### src/ttc_pkg.sv
// Constants shared by the tamper time-stamp clock register block
package ttc_pkg;

	// Clock and oscillator rates
	localparam int CLK_HZ = 250_000_000;
	localparam int OSC_HZ = 32768;
	localparam int OSC_CYCLES = CLK_HZ / OSC_HZ;
	localparam int SUBSEC_PER_SEC = 100;
	localparam int SAMPLE_WIN_MS = 1;
	localparam int SAMPLE_WIN_TICKS = (OSC_HZ * SAMPLE_WIN_MS + 999) / 1000;

	// Register offsets
	localparam logic [7:0] ADDR_SUBSEC = 8'h00;
	localparam logic [7:0] ADDR_SECONDS = 8'h01;
	localparam logic [7:0] ADDR_HOURS = 8'h03;
	localparam logic [7:0] ADDR_WEEKDAY = 8'h04;
	localparam logic [7:0] ADDR_YEAR = 8'h07;
	localparam logic [7:0] ADDR_CONTROL = 8'h08;
	localparam logic [7:0] ADDR_HALT = 8'h0c;
	localparam logic [7:0] ADDR_FLAGS = 8'h0f;
	localparam logic [7:0] ADDR_TAMPER1 = 8'h14;
	localparam logic [7:0] ADDR_TAMPER2 = 8'h15;

	// Field positions
	localparam int STOP_BIT = 7;
	localparam int HALT_BIT = 6;
	localparam int CENTURY_LSB = 6;
	localparam int FLAG_CH1_BIT = 1;
	localparam int FLAG_CH2_BIT = 0;
	localparam int TCFG_ARM = 7;
	localparam int TCFG_IRQ_EN = 6;
	localparam int TCFG_SWITCH_MODE = 5;
	localparam int TCFG_POLARITY = 4;
	localparam int TCFG_SAMPLE = 3;
	localparam int TCFG_STRENGTH = 2;

	// Reset values (year, month, date, weekday, hours, minutes, seconds, subsecond)
	localparam logic [7:0][7:0] RST_TIME = {8'h00, 8'h01, 8'h01, 8'h01,
		8'h00, 8'h00, 8'h00, 8'h00};
	localparam logic [7:0] RST_CONTROL = 8'h00;
	localparam logic [7:0] RST_TCFG = 8'h00;

endpackage : ttc_pkg

### src/ttc_osc_div.sv
// Oscillator divider chain: 32 kHz tick, subsecond tick and sampling window
`timescale 1ns/100ps
module ttc_osc_div
	import ttc_pkg::*;
#(
	parameter int OSC_DIV = OSC_CYCLES
) (
	// Clock and reset
	input wire logic clock,
	input wire logic rst_n,
	// Control
	input wire logic run,
	input wire logic div_reset,
	// Timing outputs
	output logic tick_subsec,
	output logic sample_win
);

	localparam int PW = $clog2(OSC_DIV);

	generate
		if (OSC_DIV < 2) begin : g_bad_div
			$error("OSC_DIV must be at least 2");
		end
	endgenerate

	typedef struct packed {
		logic [PW-1:0] pre;
		logic [14:0] sec_cnt;
		logic [15:0] acc;
		logic tick;
	} ttc_div_s;

	ttc_div_s st_reg;
	ttc_div_s st_next;

	// Prescale the system clock to the oscillator rate, then split seconds
	always_comb begin
		st_next = st_reg;
		st_next.tick = 1'b0;
		if (div_reset) begin
			st_next.pre = '0;
			st_next.sec_cnt = '0;
			st_next.acc = '0;
		end else if (run) begin
			if (st_reg.pre == PW'(OSC_DIV - 1)) begin
				st_next.pre = '0;
				st_next.sec_cnt = st_reg.sec_cnt + 15'h0001;
				// Fractional accumulator gives exactly 100 ticks per second
				if (st_reg.acc + 16'(SUBSEC_PER_SEC) >= 16'(OSC_HZ)) begin
					st_next.acc = st_reg.acc + 16'(SUBSEC_PER_SEC) - 16'(OSC_HZ);
					st_next.tick = 1'b1;
				end else begin
					st_next.acc = st_reg.acc + 16'(SUBSEC_PER_SEC);
				end
			end else begin
				st_next.pre = st_reg.pre + PW'(1);
			end
		end
	end

	always_ff @(posedge clock or negedge rst_n) begin
		if (!rst_n) begin
			st_reg <= '0;
		end else begin
			st_reg <= st_next;
		end
	end

	assign sample_win = (st_reg.sec_cnt < 15'(SAMPLE_WIN_TICKS));
	assign tick_subsec = st_reg.tick;

endmodule : ttc_osc_div

### src/ttc_tamper_clock.sv
// Tamper detection, time-stamp freeze and clock register file
`timescale 1ns/100ps

// Contract
// - Normally-open: switch drives polarity level, tamper
// - Normally-closed: pull reaching polarity level, tamper
// - Armed channel event sets its flag
// - Flag with interrupt enable asserts irq_n
// - Flags read, enable clear, reset release irq
// - Flag cleared only by arm write zero
// - Detection works on main and battery power
// - Sampled mode checks once per second, 1ms; normally-open checks continuously
// - Disarmed or tripped channel stops monitoring
// - Stopped oscillator forces continuous monitoring
// - Tamper freezes user clock register updates
// - Updates resume only with both arms zero
// - Multiple tampers keep first time-stamp
// - Armed tamper blocks power-down halt-update
// - Clock writes zero subsecond, only 00 accepted
// - Century, weekday and calendar fields layout BCD
// - Stop bit halts oscillator, clearing restarts
// - Clock write loads system time, resets divider
// - Periodic copy paused on access and battery
// - Power-down sets halt-update; zero resumes
// - Halt or tamper zeros subsecond, time continues
module ttc_tamper_clock
	import ttc_pkg::*;
#(
	parameter int OSC_DIV = OSC_CYCLES
) (
	// Clock and reset
	input wire logic clock,
	input wire logic rst_n,
	// Register port from the serial front end
	input wire logic [7:0] reg_addr,
	input wire logic reg_wr_stb,
	input wire logic [7:0] reg_wr_data,
	input wire logic reg_rd_stb,
	output logic [7:0] reg_rd_data,
	input wire logic clock_access,
	// Supply and supervisor pins
	input wire logic powerfail_out,
	input wire logic on_battery,
	input wire logic reset_out_active,
	// Tamper pins and pull control
	input wire logic [1:0] tamper_input_pin,
	output logic [1:0] pull_enable,
	output logic [1:0] pull_to_high,
	output logic [1:0] pull_strength_sel,
	// Status outputs
	output logic irq_n,
	output logic osc_enable,
	output logic [1:0] tamper_flag
);

	////////////////////////////////////////////////////////////////////////////////
	// State

	typedef struct packed {
		logic [7:0][7:0] user;
		logic [7:0][7:0] sys;
		logic [7:0] control;
		logic [1:0][7:0] tcfg;
		logic [1:0] flag;
		logic freeze;
		logic halt_update;
		logic irq;
		logic [7:0] rdata;
		logic [1:0] pin_s1;
		logic [1:0] pin_s2;
		logic pf_s1;
		logic pf_s2;
		logic pf_prev;
		logic bat_s1;
		logic bat_s2;
		logic rst_s1;
		logic rst_s2;
	} ttc_state_s;

	ttc_state_s st_reg;
	ttc_state_s st_next;

	logic tick_subsec;
	logic sample_win;
	logic div_reset;
	logic clock_wr;

	////////////////////////////////////////////////////////////////////////////////
	// Helpers

	// BCD increment with wrap; bit 8 is the carry into the next field
	function automatic logic [8:0] bcd_step(input logic [7:0] v, input logic [7:0] maxv,
		input logic [7:0] minv);
		logic [8:0] r;
		if (v >= maxv) begin
			r = {1'b1, minv};
		end else if (v[3:0] == 4'h9) begin
			r = {1'b0, v[7:4] + 4'h1, 4'h0};
		end else begin
			r = {1'b0, v[7:4], v[3:0] + 4'h1};
		end
		return r;
	endfunction : bcd_step

	// Last day of the month in BCD, leap years every fourth year
	function automatic logic [7:0] month_days(input logic [7:0] month, input logic [7:0] year);
		logic leap;
		leap = year[4] ? (year[3:0] == 4'h2 || year[3:0] == 4'h6)
			: (year[3:0] == 4'h0 || year[3:0] == 4'h4 || year[3:0] == 4'h8);
		case (month)
			8'h02: month_days = leap ? 8'h29 : 8'h28;
			8'h04, 8'h06, 8'h09, 8'h11: month_days = 8'h30;
			default: month_days = 8'h31;
		endcase
	endfunction : month_days

	// True when an address falls in the eight clock registers
	function automatic logic is_clock_addr(input logic [7:0] a);
		return a <= ADDR_YEAR;
	endfunction : is_clock_addr

	////////////////////////////////////////////////////////////////////////////////
	// Divider chain

	assign clock_wr = reg_wr_stb && is_clock_addr(reg_addr);
	assign div_reset = clock_wr;

	ttc_osc_div #(
		.OSC_DIV(OSC_DIV)
	) u_div (
		.clock(clock),
		.rst_n(rst_n),
		.run(osc_enable),
		.div_reset(div_reset),
		.tick_subsec(tick_subsec),
		.sample_win(sample_win)
	);

	////////////////////////////////////////////////////////////////////////////////
	// Next-state logic

	always_comb begin
		logic [7:0][7:0] t;
		logic [8:0] c;
		logic [1:0] active;
		logic [1:0] event_hit;
		logic [1:0] disarm;
		logic [1:0] irq_off;
		logic pf_edge;
		logic any_arm;
		logic first_tamper;
		t = st_reg.sys;
		c = '0;
		active = '0;
		event_hit = '0;
		disarm = '0;
		irq_off = '0;
		pf_edge = 1'b0;
		any_arm = 1'b0;
		first_tamper = 1'b0;
		st_next = st_reg;

		// Two-stage synchronisers for pins from outside the clock domain
		st_next.pin_s1 = tamper_input_pin;
		st_next.pin_s2 = st_reg.pin_s1;
		st_next.pf_s1 = powerfail_out;
		st_next.pf_s2 = st_reg.pf_s1;
		st_next.pf_prev = st_reg.pf_s2;
		st_next.bat_s1 = on_battery;
		st_next.bat_s2 = st_reg.bat_s1;
		st_next.rst_s1 = reset_out_active;
		st_next.rst_s2 = st_reg.rst_s1;
		pf_edge = st_reg.pf_s2 && !st_reg.pf_prev;

		// Tamper detection per channel; battery state does not gate it
		for (int i = 0; i < 2; i++) begin
			active[i] = st_reg.tcfg[i][TCFG_ARM] && !st_reg.flag[i]
				&& (st_reg.tcfg[i][TCFG_SWITCH_MODE] || !st_reg.tcfg[i][TCFG_SAMPLE]
				|| !osc_enable || sample_win);
			event_hit[i] = active[i] && (st_reg.pin_s2[i] == st_reg.tcfg[i][TCFG_POLARITY]);
		end

		// Internal time keeps running regardless of freeze or halt
		// internal time continues
		if (tick_subsec && osc_enable) begin
			c = bcd_step(t[0], 8'h99, 8'h00);
			t[0] = c[7:0];
			if (c[8]) begin
				c = bcd_step({1'b0, t[1][6:0]}, 8'h59, 8'h00);
				t[1][6:0] = c[6:0];
				if (c[8]) begin
					c = bcd_step({1'b0, t[2][6:0]}, 8'h59, 8'h00);
					t[2][6:0] = c[6:0];
					if (c[8]) begin
						c = bcd_step({2'b00, t[3][5:0]}, 8'h23, 8'h00);
						t[3][5:0] = c[5:0];
						if (c[8]) begin
							c = bcd_step({5'b00000, t[4][2:0]}, 8'h07, 8'h01);
							t[4][2:0] = c[2:0];
							c = bcd_step({2'b00, t[5][5:0]}, month_days(
								{3'b000, t[6][4:0]}, t[7]), 8'h01);
							t[5][5:0] = c[5:0];
							if (c[8]) begin
								c = bcd_step({3'b000, t[6][4:0]}, 8'h12, 8'h01);
								t[6][4:0] = c[4:0];
								if (c[8]) begin
									c = bcd_step(t[7], 8'h99, 8'h00);
									t[7] = c[7:0];
									if (c[8]) begin
										t[3][7:6] = t[3][7:6] + 2'b01;
									end
								end
							end
						end
					end
				end
			end
		end
		st_next.sys = t;

		if (tick_subsec && !st_reg.freeze && !st_reg.halt_update && !clock_access
			&& !st_reg.bat_s2) begin
			st_next.user = t;
		end

		// Register writes
		if (reg_wr_stb) begin
			if (is_clock_addr(reg_addr)) begin
				st_next.user[reg_addr[2:0]] = reg_wr_data;
				st_next.user[0] = 8'h00;
				st_next.sys = st_next.user;
			end
			case (reg_addr)
				ADDR_CONTROL: st_next.control = reg_wr_data;
				ADDR_HALT: st_next.halt_update = reg_wr_data[HALT_BIT];
				ADDR_TAMPER1, ADDR_TAMPER2: begin
					st_next.tcfg[reg_addr[0]] = reg_wr_data;
					disarm[reg_addr[0]] = !reg_wr_data[TCFG_ARM];
					irq_off[reg_addr[0]] = !reg_wr_data[TCFG_IRQ_EN];
				end
				default: ;
			endcase
		end

		for (int i = 0; i < 2; i++) begin
			if (disarm[i]) begin
				st_next.flag[i] = 1'b0;
			end
			if (event_hit[i]) begin
				st_next.flag[i] = 1'b1;
			end
		end

		if (!st_next.tcfg[0][TCFG_ARM] && !st_next.tcfg[1][TCFG_ARM]) begin
			st_next.freeze = 1'b0;
		end
		first_tamper = (|event_hit) && !st_reg.freeze;
		if (|event_hit) begin
			st_next.freeze = 1'b1;
		end
		if (first_tamper) begin
			st_next.user = st_reg.user;
			st_next.user[0] = 8'h00;
		end

		any_arm = st_reg.tcfg[0][TCFG_ARM] || st_reg.tcfg[1][TCFG_ARM];
		if (pf_edge && !any_arm) begin
			st_next.halt_update = 1'b1;
			st_next.user = st_reg.user;
			st_next.user[0] = 8'h00;
		end

		if ((reg_rd_stb && reg_addr == ADDR_FLAGS) || (|irq_off) || st_reg.rst_s2) begin
			st_next.irq = 1'b0;
		end
		// enabled flag raises irq; set wins over clear
		for (int i = 0; i < 2; i++) begin
			if (event_hit[i] && st_reg.tcfg[i][TCFG_IRQ_EN]) begin
				st_next.irq = 1'b1;
			end
		end

		// Read data is registered; unmapped addresses read as zero
		if (reg_rd_stb) begin
			if (is_clock_addr(reg_addr)) begin
				st_next.rdata = st_reg.user[reg_addr[2:0]];
			end else begin
				case (reg_addr)
					ADDR_CONTROL: st_next.rdata = st_reg.control;
					ADDR_HALT: st_next.rdata = {1'b0, st_reg.halt_update, 6'h00};
					ADDR_FLAGS: st_next.rdata = {6'h00, st_reg.flag[0], st_reg.flag[1]};
					ADDR_TAMPER1: st_next.rdata = st_reg.tcfg[0];
					ADDR_TAMPER2: st_next.rdata = st_reg.tcfg[1];
					default: st_next.rdata = 8'h00;
				endcase
			end
		end
	end

	////////////////////////////////////////////////////////////////////////////////
	// State register

	always_ff @(posedge clock or negedge rst_n) begin
		if (!rst_n) begin
			st_reg <= '0;
			st_reg.user <= RST_TIME;
			st_reg.sys <= RST_TIME;
			st_reg.control <= RST_CONTROL;
			st_reg.tcfg <= {RST_TCFG, RST_TCFG};
		end else begin
			st_reg <= st_next;
		end
	end

	////////////////////////////////////////////////////////////////////////////////
	// Outputs

	assign osc_enable = !st_reg.sys[1][STOP_BIT];
	assign irq_n = !st_reg.irq;
	assign reg_rd_data = st_reg.rdata;
	assign tamper_flag = {st_reg.flag[1], st_reg.flag[0]};

	// Pull drive only in normally-closed mode while monitoring; a sampled
	// channel draws current only inside the window or while the oscillator is stopped
	generate
		for (genvar g = 0; g < 2; g++) begin : g_pull
			assign pull_enable[g] = st_reg.tcfg[g][TCFG_ARM] && !st_reg.flag[g]
				&& !st_reg.tcfg[g][TCFG_SWITCH_MODE]
				&& (!st_reg.tcfg[g][TCFG_SAMPLE] || !osc_enable || sample_win);
			assign pull_to_high[g] = st_reg.tcfg[g][TCFG_POLARITY];
			assign pull_strength_sel[g] = st_reg.tcfg[g][TCFG_STRENGTH];
		end
	endgenerate

endmodule : ttc_tamper_clock

### config.mk
export PLATFORM = sky130hd
export DESIGN_NAME = ttc_tamper_clock
export DESIGN_NICKNAME = d
export VERILOG_FILES = /design/src/ttc_pkg.sv /design/src/ttc_osc_div.sv /design/src/ttc_tamper_clock.sv
export SDC_FILE = /design/constraint.sdc
export NUM_CORES = 1
export LEC_CHECK = 0
export BUFFER_PORTS_ARGS = -buffer_cell sky130_fd_sc_hd__clkbuf_2
export CORE_MARGIN = 1
export CORE_UTILIZATION = 40
export CTS_CLUSTER_DIAMETER = 120
export CTS_CLUSTER_SIZE = 28
export DETAILED_ROUTE_END_ITERATION = 16
export SYNTH_ARGS = -nofsm -noshare
export SYNTH_HDL_FRONTEND = slang
export SYNTH_SLANG_ARGS = --single-unit
### constraint.sdc
create_clock -name clock -period 4.1 [get_ports clock]
set_clock_uncertainty 0.15 [all_clocks]
set_input_delay 0.82 -clock clock [delete_from_list [all_inputs] [get_ports clock]]
set_output_delay 0.82 -clock clock [all_outputs]
set_load 0.005 [all_outputs]
==> flow_metrics.env, run 1 <==
export IMPL_first_iter_violations=1119
export IMPL_die_area_sq_um=32330
export IMPL_cp_start_kind="flip-flop"
export IMPL_synth_area_leaders="dfrtp_1 42%, nor2_1 3.9%, a21oi_1 3.7%"
export IMPL_dpl_hpwl_mm=25.90
export IMPL_cts_reportedPaths_clkPinSlew_ns=0.12
export IMPL_synth_most_common_cell="dfrtp_1"
export IMPL_violations="DRC"
export IMPL_ir_drop_mv=0.2157
export IMPL_max_slew_margin=0.3623
export IMPL_yosys_register_bits=219
export IMPL_gp_congestion=0.8484
export IMPL_setup_violations_final=0
export IMPL_fin_crit_ns=3.853
export IMPL_die_h_um=179.8
export IMPL_synth_flop_cell="dfrtp_1"
export IMPL_crit_path_end_kind="flip-flop"
export IMPL_wl_per_cell_um=21.60
export IMPL_cts_root_buf="clkbuf_16"
export IMPL_io_pins=44
export IMPL_start_util=0.4102
export IMPL_synth_top_area_share=0.4215
export IMPL_clockBufferDepth=3
export IMPL_cts_resized_gates=0
export IMPL_insertedDiodeCount=0
export IMPL_synthArstFlopShare=1.000
export IMPL_cts_tree="built"
export IMPL_tightest_slew_ns=0.9530
export IMPL_netlist_area_sq_um=12650
export IMPL_cts_buffers=11
export IMPL_finalHoldViolations=0
export IMPL_synthCells=1331
export IMPL_antenna_found_initial=1
export IMPL_drive_above_1_share=0.1395
export IMPL_fin_crit_sh=0.9396
export IMPL_rows=64
export IMPL_critPathKind="flip-flop to flip-flop"
export IMPL_largest_reg_flops=156
export IMPL_cts_sinks=219
export IMPL_num_vias=10860
export IMPL_clk_insertion_delay_late_ns=0.48
export IMPL_ctsHoldBuffers=0
export IMPL_ant_nets=0
export IMPL_power_leakage_nw=5.656
export IMPL_syn_nets=1384
export IMPL_crit_fanout=13
export IMPL_crit_required_ns=4.37
export IMPL_max_freq_mhz=259.6
export IMPL_firstDrtPassIters=12
export IMPL_core_sq_um=30830
export IMPL_grt_max_degree=100
export IMPL_drv_cap=0
export IMPL_synth_seq_area_share=0.4340
export IMPL_fin_util=0.4391
export IMPL_fp_dieW_um=179.8
export IMPL_area_delta_synth_final_pct=7.055
export IMPL_cts_max_level=1
export IMPL_routed_wl_mm=37.36
export IMPL_worstPathArrival_ns=4.12
export IMPL_status="finished, violations left"
export IMPL_drv_slew=0
export IMPL_rsz0062_at_grt="false"
export IMPL_grt_pass1_wl_mm=59.22
export IMPL_grt_pass1_vias=10220
export IMPL_drc=6
export IMPL_avgSynthCellArea_sq_um=9.501
export IMPL_fillCellCount=2960
export IMPL_yosys_area_top_type="dfrtp_1"
export IMPL_p_per_area_nw_per_um2=389.8
export IMPL_overflow=0
export IMPL_synth_edf_count=0
export IMPL_hold_class="primary input to async pin"
export IMPL_ys_types=94
export IMPL_netlist_top_cells_count="213 x dfrtp_1, 133 x nor2_1, 119 x nand2_1, 94 x a21oi_1, 71 x o22ai_1"
export IMPL_fin_nets=1382
export IMPL_viasPerCell=6.278
export IMPL_ys_warn_count=0
export IMPL_grt_use_total=0.2295
export IMPL_port_buffers=43
export IMPL_post_cts_buffers=0
export IMPL_fin_tns_setup_ns=0
==> power breakdown <==
part | total (mW) | switching [mW] | internal (mW)
clock | 1.29 | 0.715 | 0.572
combinational | 1.19 | 0.696 | 0.489
sequential | 2.80 | 0.356 | 2.45
==> layer usage <==
layer  up-vias  share of wire  GRT usage
met1      5429           0.47     0.3453
met5         -        0.00035          0
met4         2          0.020    0.05483
met3        50          0.061    0.02127
met2       409           0.45     0.3541
li1       4965              -          -
==> cell type report <==
cell class | instances | area [sq um] | share of cell area
flip-flops and latches | 219 | 5488 | 0.4054
clock buffers | 16 | 294.0 | 0.02172
multi-input cells | 978 | 6546 | 0.4835
well taps | 396 | 495.5 | 0.03660
clock inverters | 1 | 30.03 | 0.002218
repair buffers | 86 | 560.5 | 0.04140
inverters | 33 | 123.9 | 0.009150
==> metrics by stage <==
step	cell area [sq um]	power, mW	setup slack (ns)	instances	hold slack (ns)
2_1_floorplan	12650	3.587	0.5112	1331	0.1812
3_3_place_gp	13210	3.978	0.3790	1712	0.1844
3_5_place_dp	13210	4.006	0.3576	1712	0.1919
4_1_cts	13540	5.294	0.3168	1729	0.2178
5_1_grt	13540	5.577	0.07511	1729	0.2315
6_report	13540	5.277	0.2475	1729	0.1992
==> placed cells by master, fill, tap and decap left out, drive strengths merged, types with 32 or more instances in the layout <==
cell type / netlist / routed
a21oi: 95 / 95
o21ai: 80 / 80
buf: 49 / 44
nor2: 135 / 135
a22oi: 42 / 42
inv: 32 / 32
clkbuf: 52 / 58
dfrtp: 213 / 213
nand2: 120 / 120
o22ai: 71 / 71
==> worst max-delay path: stages (launching register included) <==
cell and delay [ns]:
dfrtp_1 0.48, inv_1 0.14, a31oi_1 0.20, o21ai_0 0.10
a2111oi_0 0.41, a31oi_1 0.10, ha_1 0.30, or4b_4 0.51
a221o_1 0.39, and4_4 0.21, nand2_2 0.26, o311ai_0 0.21
o31ai_1 0.14, a2bb2oi_1 0.19
==> worst paths after layout <==
check / endpoint / start / slack, ns / depth (start not counted)
worst max-delay path: st_reg[99] / st_reg[107] / 0.25 / 13
worst min-delay path: u_div.st_reg[39] / rst_n / 0.20 / 1
worst max register to register: st_reg[99] / st_reg[107] / 0.25 / 13
worst min register to register: st_next[4] / st_next[5] / 0.21 / 0
max in group asynchronous: st_reg[80] / rst_n / 2.67 / 2
min in group clock: st_next[4] / st_next[5] / 0.21 / 0
==> logic make-up (layout without fill, tap and decap cells) <==
logic type / Yosys count / after routing / share of synthesized area
AOI/OAI and AO/OA: 425 / 425 / 0.2259
xor gates and xnor gates: 39 / 39 / 0.02701
adders and majority gates: 27 / 27 / 0.02671
buffers and inverters: 134 / 136 / 0.04898
DFF: 219 / 219 / 0.4340
muxes: 66 / 66 / 0.07173
and+or+nand+nor: 421 / 421 / 0.1657
Note: power is estimated with default switching activity, not from simulation.
==> run 2, diff against run 1 <==
==> constraint.sdc (replaced) <==
create_clock -name clock -period 4.55 [get_ports clock]
set_clock_uncertainty 0.15 [all_clocks]
set_input_delay 0.91 -clock clock [delete_from_list [all_inputs] [get_ports clock]]
set_output_delay 0.91 -clock clock [all_outputs]
set_load 0.005 [all_outputs]
==> run 2 against run 1 <==
  * Register-to-register slack better by 0.35 ns
  * Hold slack better by 0.013 ns
  * Power down 8.4%
  * Maximum frequency down 2.5%
  * Combinational power down 12%
  * Critical path type unchanged
  * The flow still finishes with violations (DRC)
==> flow_metrics.env, run 2 (same netlist as run 1, synthesis figures left out) <==
export IMPL_status="finished, violations left"
export IMPL_violations="DRC"
export IMPL_rsz0062_at_grt="false"
export IMPL_cp_start_kind="flip-flop"
export IMPL_pwr_share_seq=0.523
export IMPL_fin_util=0.4381
export IMPL_antenna_found_initial=0
export IMPL_die_area_sq_um=32330
export IMPL_use_met1=0.3287
export IMPL_p_per_area_nw_per_um2=357.8
export IMPL_tightest_slew_ns=1.027
export IMPL_drv_cap=0
export IMPL_crit_required_ns=4.84
export IMPL_insertedDiodeCount=0
export IMPL_drc=6
export IMPL_rows=64
export IMPL_fin_crit_sh=0.8685
export IMPL_cts_tree="built"
export IMPL_finalHoldViolations=0
export IMPL_fp_dieW_um=179.8
export IMPL_busiest_layer="met2"
export IMPL_dpl_hpwl_mm=26.17
export IMPL_sw_frac_of_total=0.3412
export IMPL_grt_pass1_vias=10240
export IMPL_hold_class="flip-flop to flip-flop"
export IMPL_reg2reg_slack_ns=0.60
export IMPL_setup_violations_final=0
export IMPL_cts_resized_gates=0
export IMPL_crit_fanout=13
export IMPL_first_iter_violations=1104
export IMPL_post_cts_buffers=0
export IMPL_area_delta_synth_final_pct=6.798
export IMPL_wl_per_cell_um=21.97
export IMPL_routed_wl_mm=37.71
export IMPL_cts_root_buf="clkbuf_16"
export IMPL_met3_usage=0.03991
export IMPL_overflow=0
export IMPL_grt_use_total=0.2301
export IMPL_min_to="st_reg[8]"
export IMPL_ant_nets=0
export IMPL_switchingPower_mw=1.649
export IMPL_ir_drop_mv=0.2119
export IMPL_slowest_delay_ns=0.57
export IMPL_crit_path_frequent_cell="a31oi_1"
export IMPL_viasPerCell=6.341
export IMPL_max_slew_margin=0.3129
export IMPL_worstPathArrival_ns=4.25
export IMPL_firstDrtPassIters=11
export IMPL_reg2reg_depth=13
export IMPL_fin_crit_ns=3.952
export IMPL_grt_pass1_wl_mm=59.47
export IMPL_max_freq_mhz=253.1
export IMPL_drv_slew=0
export IMPL_cp_num_buf_inv=0
export IMPL_die_h_um=179.8
export IMPL_timing_rr_end="st_reg[163]"
export IMPL_clk_insertion_delay_late_ns=0.50
export IMPL_fin_tns_setup_ns=0
export IMPL_pwr_share_comb=0.217
export IMPL_ctsHoldBuffers=0
export IMPL_worstHoldPathCells=0
export IMPL_crit_path_end_kind="flip-flop"
export IMPL_clkPwrFrac=0.260
export IMPL_internal_power_mw=3.184
export IMPL_crit_chain="a211oi_1 > a31oi_1 > o21ai_0 > a2111oi_0 > a31oi_1 > ha_1 > or4b_4 > a221o_1 > and4_4 > nand2_2 > o311ai_0 > o31ai_1 > o31a_1"
export IMPL_layout_commonest_cell="dfrtp_1"
export IMPL_cts_sinks=219
export IMPL_final_cell_mix="213 x dfrtp_1, 133 x nor2_1, 119 x nand2_1, 94 x a21oi_1, 71 x o22ai_1"
export IMPL_worstHoldStart="st_next[8]"
export IMPL_grt_max_degree=108
export IMPL_port_buffers=43
export IMPL_cts_reportedPaths_clkPinSlew_ns=0.12
export IMPL_gp_congestion=0.8922
export IMPL_core_sq_um=30830
export IMPL_met2_usage=0.3570
export IMPL_fin_nets=1371
export IMPL_cp_slowest_cell="dfrtp_1"
export IMPL_largest_reg_flops=156
export IMPL_drive_above_1_share=0.1340
export IMPL_crit_family="compound AO/OA/AOI/OAI gates"
export IMPL_cts_max_level=1
export IMPL_cts_buffers=12
export IMPL_start_util=0.4102
export IMPL_power_leakage_nw=5.627
export IMPL_num_vias=10890
export IMPL_clockBufferDepth=3
export IMPL_critPathKind="flip-flop to flip-flop"
export IMPL_rr_startpoint="st_reg[106]"
export IMPL_io_pins=44
==> run 2: changes by cell type in the layout (fill, tap and decap cells not counted), sizes merged <==
cell | before | now
clkbuf | 58 | 57
buf | 44 | 32
inv | 32 | 34
bufinv | 1 | 0
==> run 2: power groups by stage <==
stage	Sequential (mW)	Clock, mW	Combinational, mW
2_1_floorplan	2.44	0	0.788
3_3_place_gp	2.55	0	1.02
3_5_place_dp	2.56	0	1.04
4_1_cts	2.52	1.29	1.05
5_1_grt	2.57	1.35	1.17
6_report	2.53	1.26	1.05
==> run 2: how the worst max path moves through the flow <==
stage,from,end,slack [ns],cells after the start
4_1_cts,st_reg[106],st_reg[163],0.61,13
3_5_place_dp,st_reg[106],st_reg[99],0.65,13
6_report,st_reg[106],st_reg[163],0.60,13
5_1_grt,st_reg[106],st_reg[171],0.36,13
2_1_floorplan,st_reg[106],st_reg[78],0.96,16
3_3_place_gp,st_reg[106],st_reg[99],0.66,13
==> run 2: worst register-to-register path: stages, from the launching register on <==
cell and delay (ns):
dfrtp_1 0.57, a211oi_1 0.12, a31oi_1 0.18, o21ai_0 0.10
a2111oi_0 0.40, a31oi_1 0.08, ha_1 0.29, or4b_4 0.51
a221o_1 0.47, and4_4 0.26, nand2_2 0.24, o311ai_0 0.19
o31ai_1 0.13, o31a_1 0.19
==> run 2: cell type report <==
type,count,area [sq um]
fill,2984,17320
multi-input combinational,978,6546
sequential,219,5488
tap,396,495.5
timing repair buffer,74,483.0
clock buffer,15,332.8
inverter,33,123.9
clock inverter,2,36.28
==> run 2: per-stage QoR <==
| stage | instances | hold WS, ns | power [mW] | setup slack [ns] | cell area, sq um |
|---|---|---|---|---|---|
| after global placement | 1700 | 0.1842 | 3.573 | 0.6574 | 13140 |
| after CTS | 1717 | 0.2156 | 4.856 | 0.6079 | 13510 |
| after floorplan | 1331 | 0.1812 | 3.232 | 0.9612 | 12650 |
| after detailed placement | 1700 | 0.1880 | 3.599 | 0.6535 | 13140 |
| final | 1717 | 0.2126 | 4.833 | 0.5983 | 13510 |
| after global routing | 1717 | 0.2269 | 5.094 | 0.3583 | 13510 |
==> run 2: routing by layer <==
layer  vias to the layer above  wire, um  share of wire
li1                       4949         -              -
met2                       429     16810           0.45
met1                      5439     17180           0.46
met5                         -         0              0
met4                         0      1050          0.028
met3                        71      2683          0.071
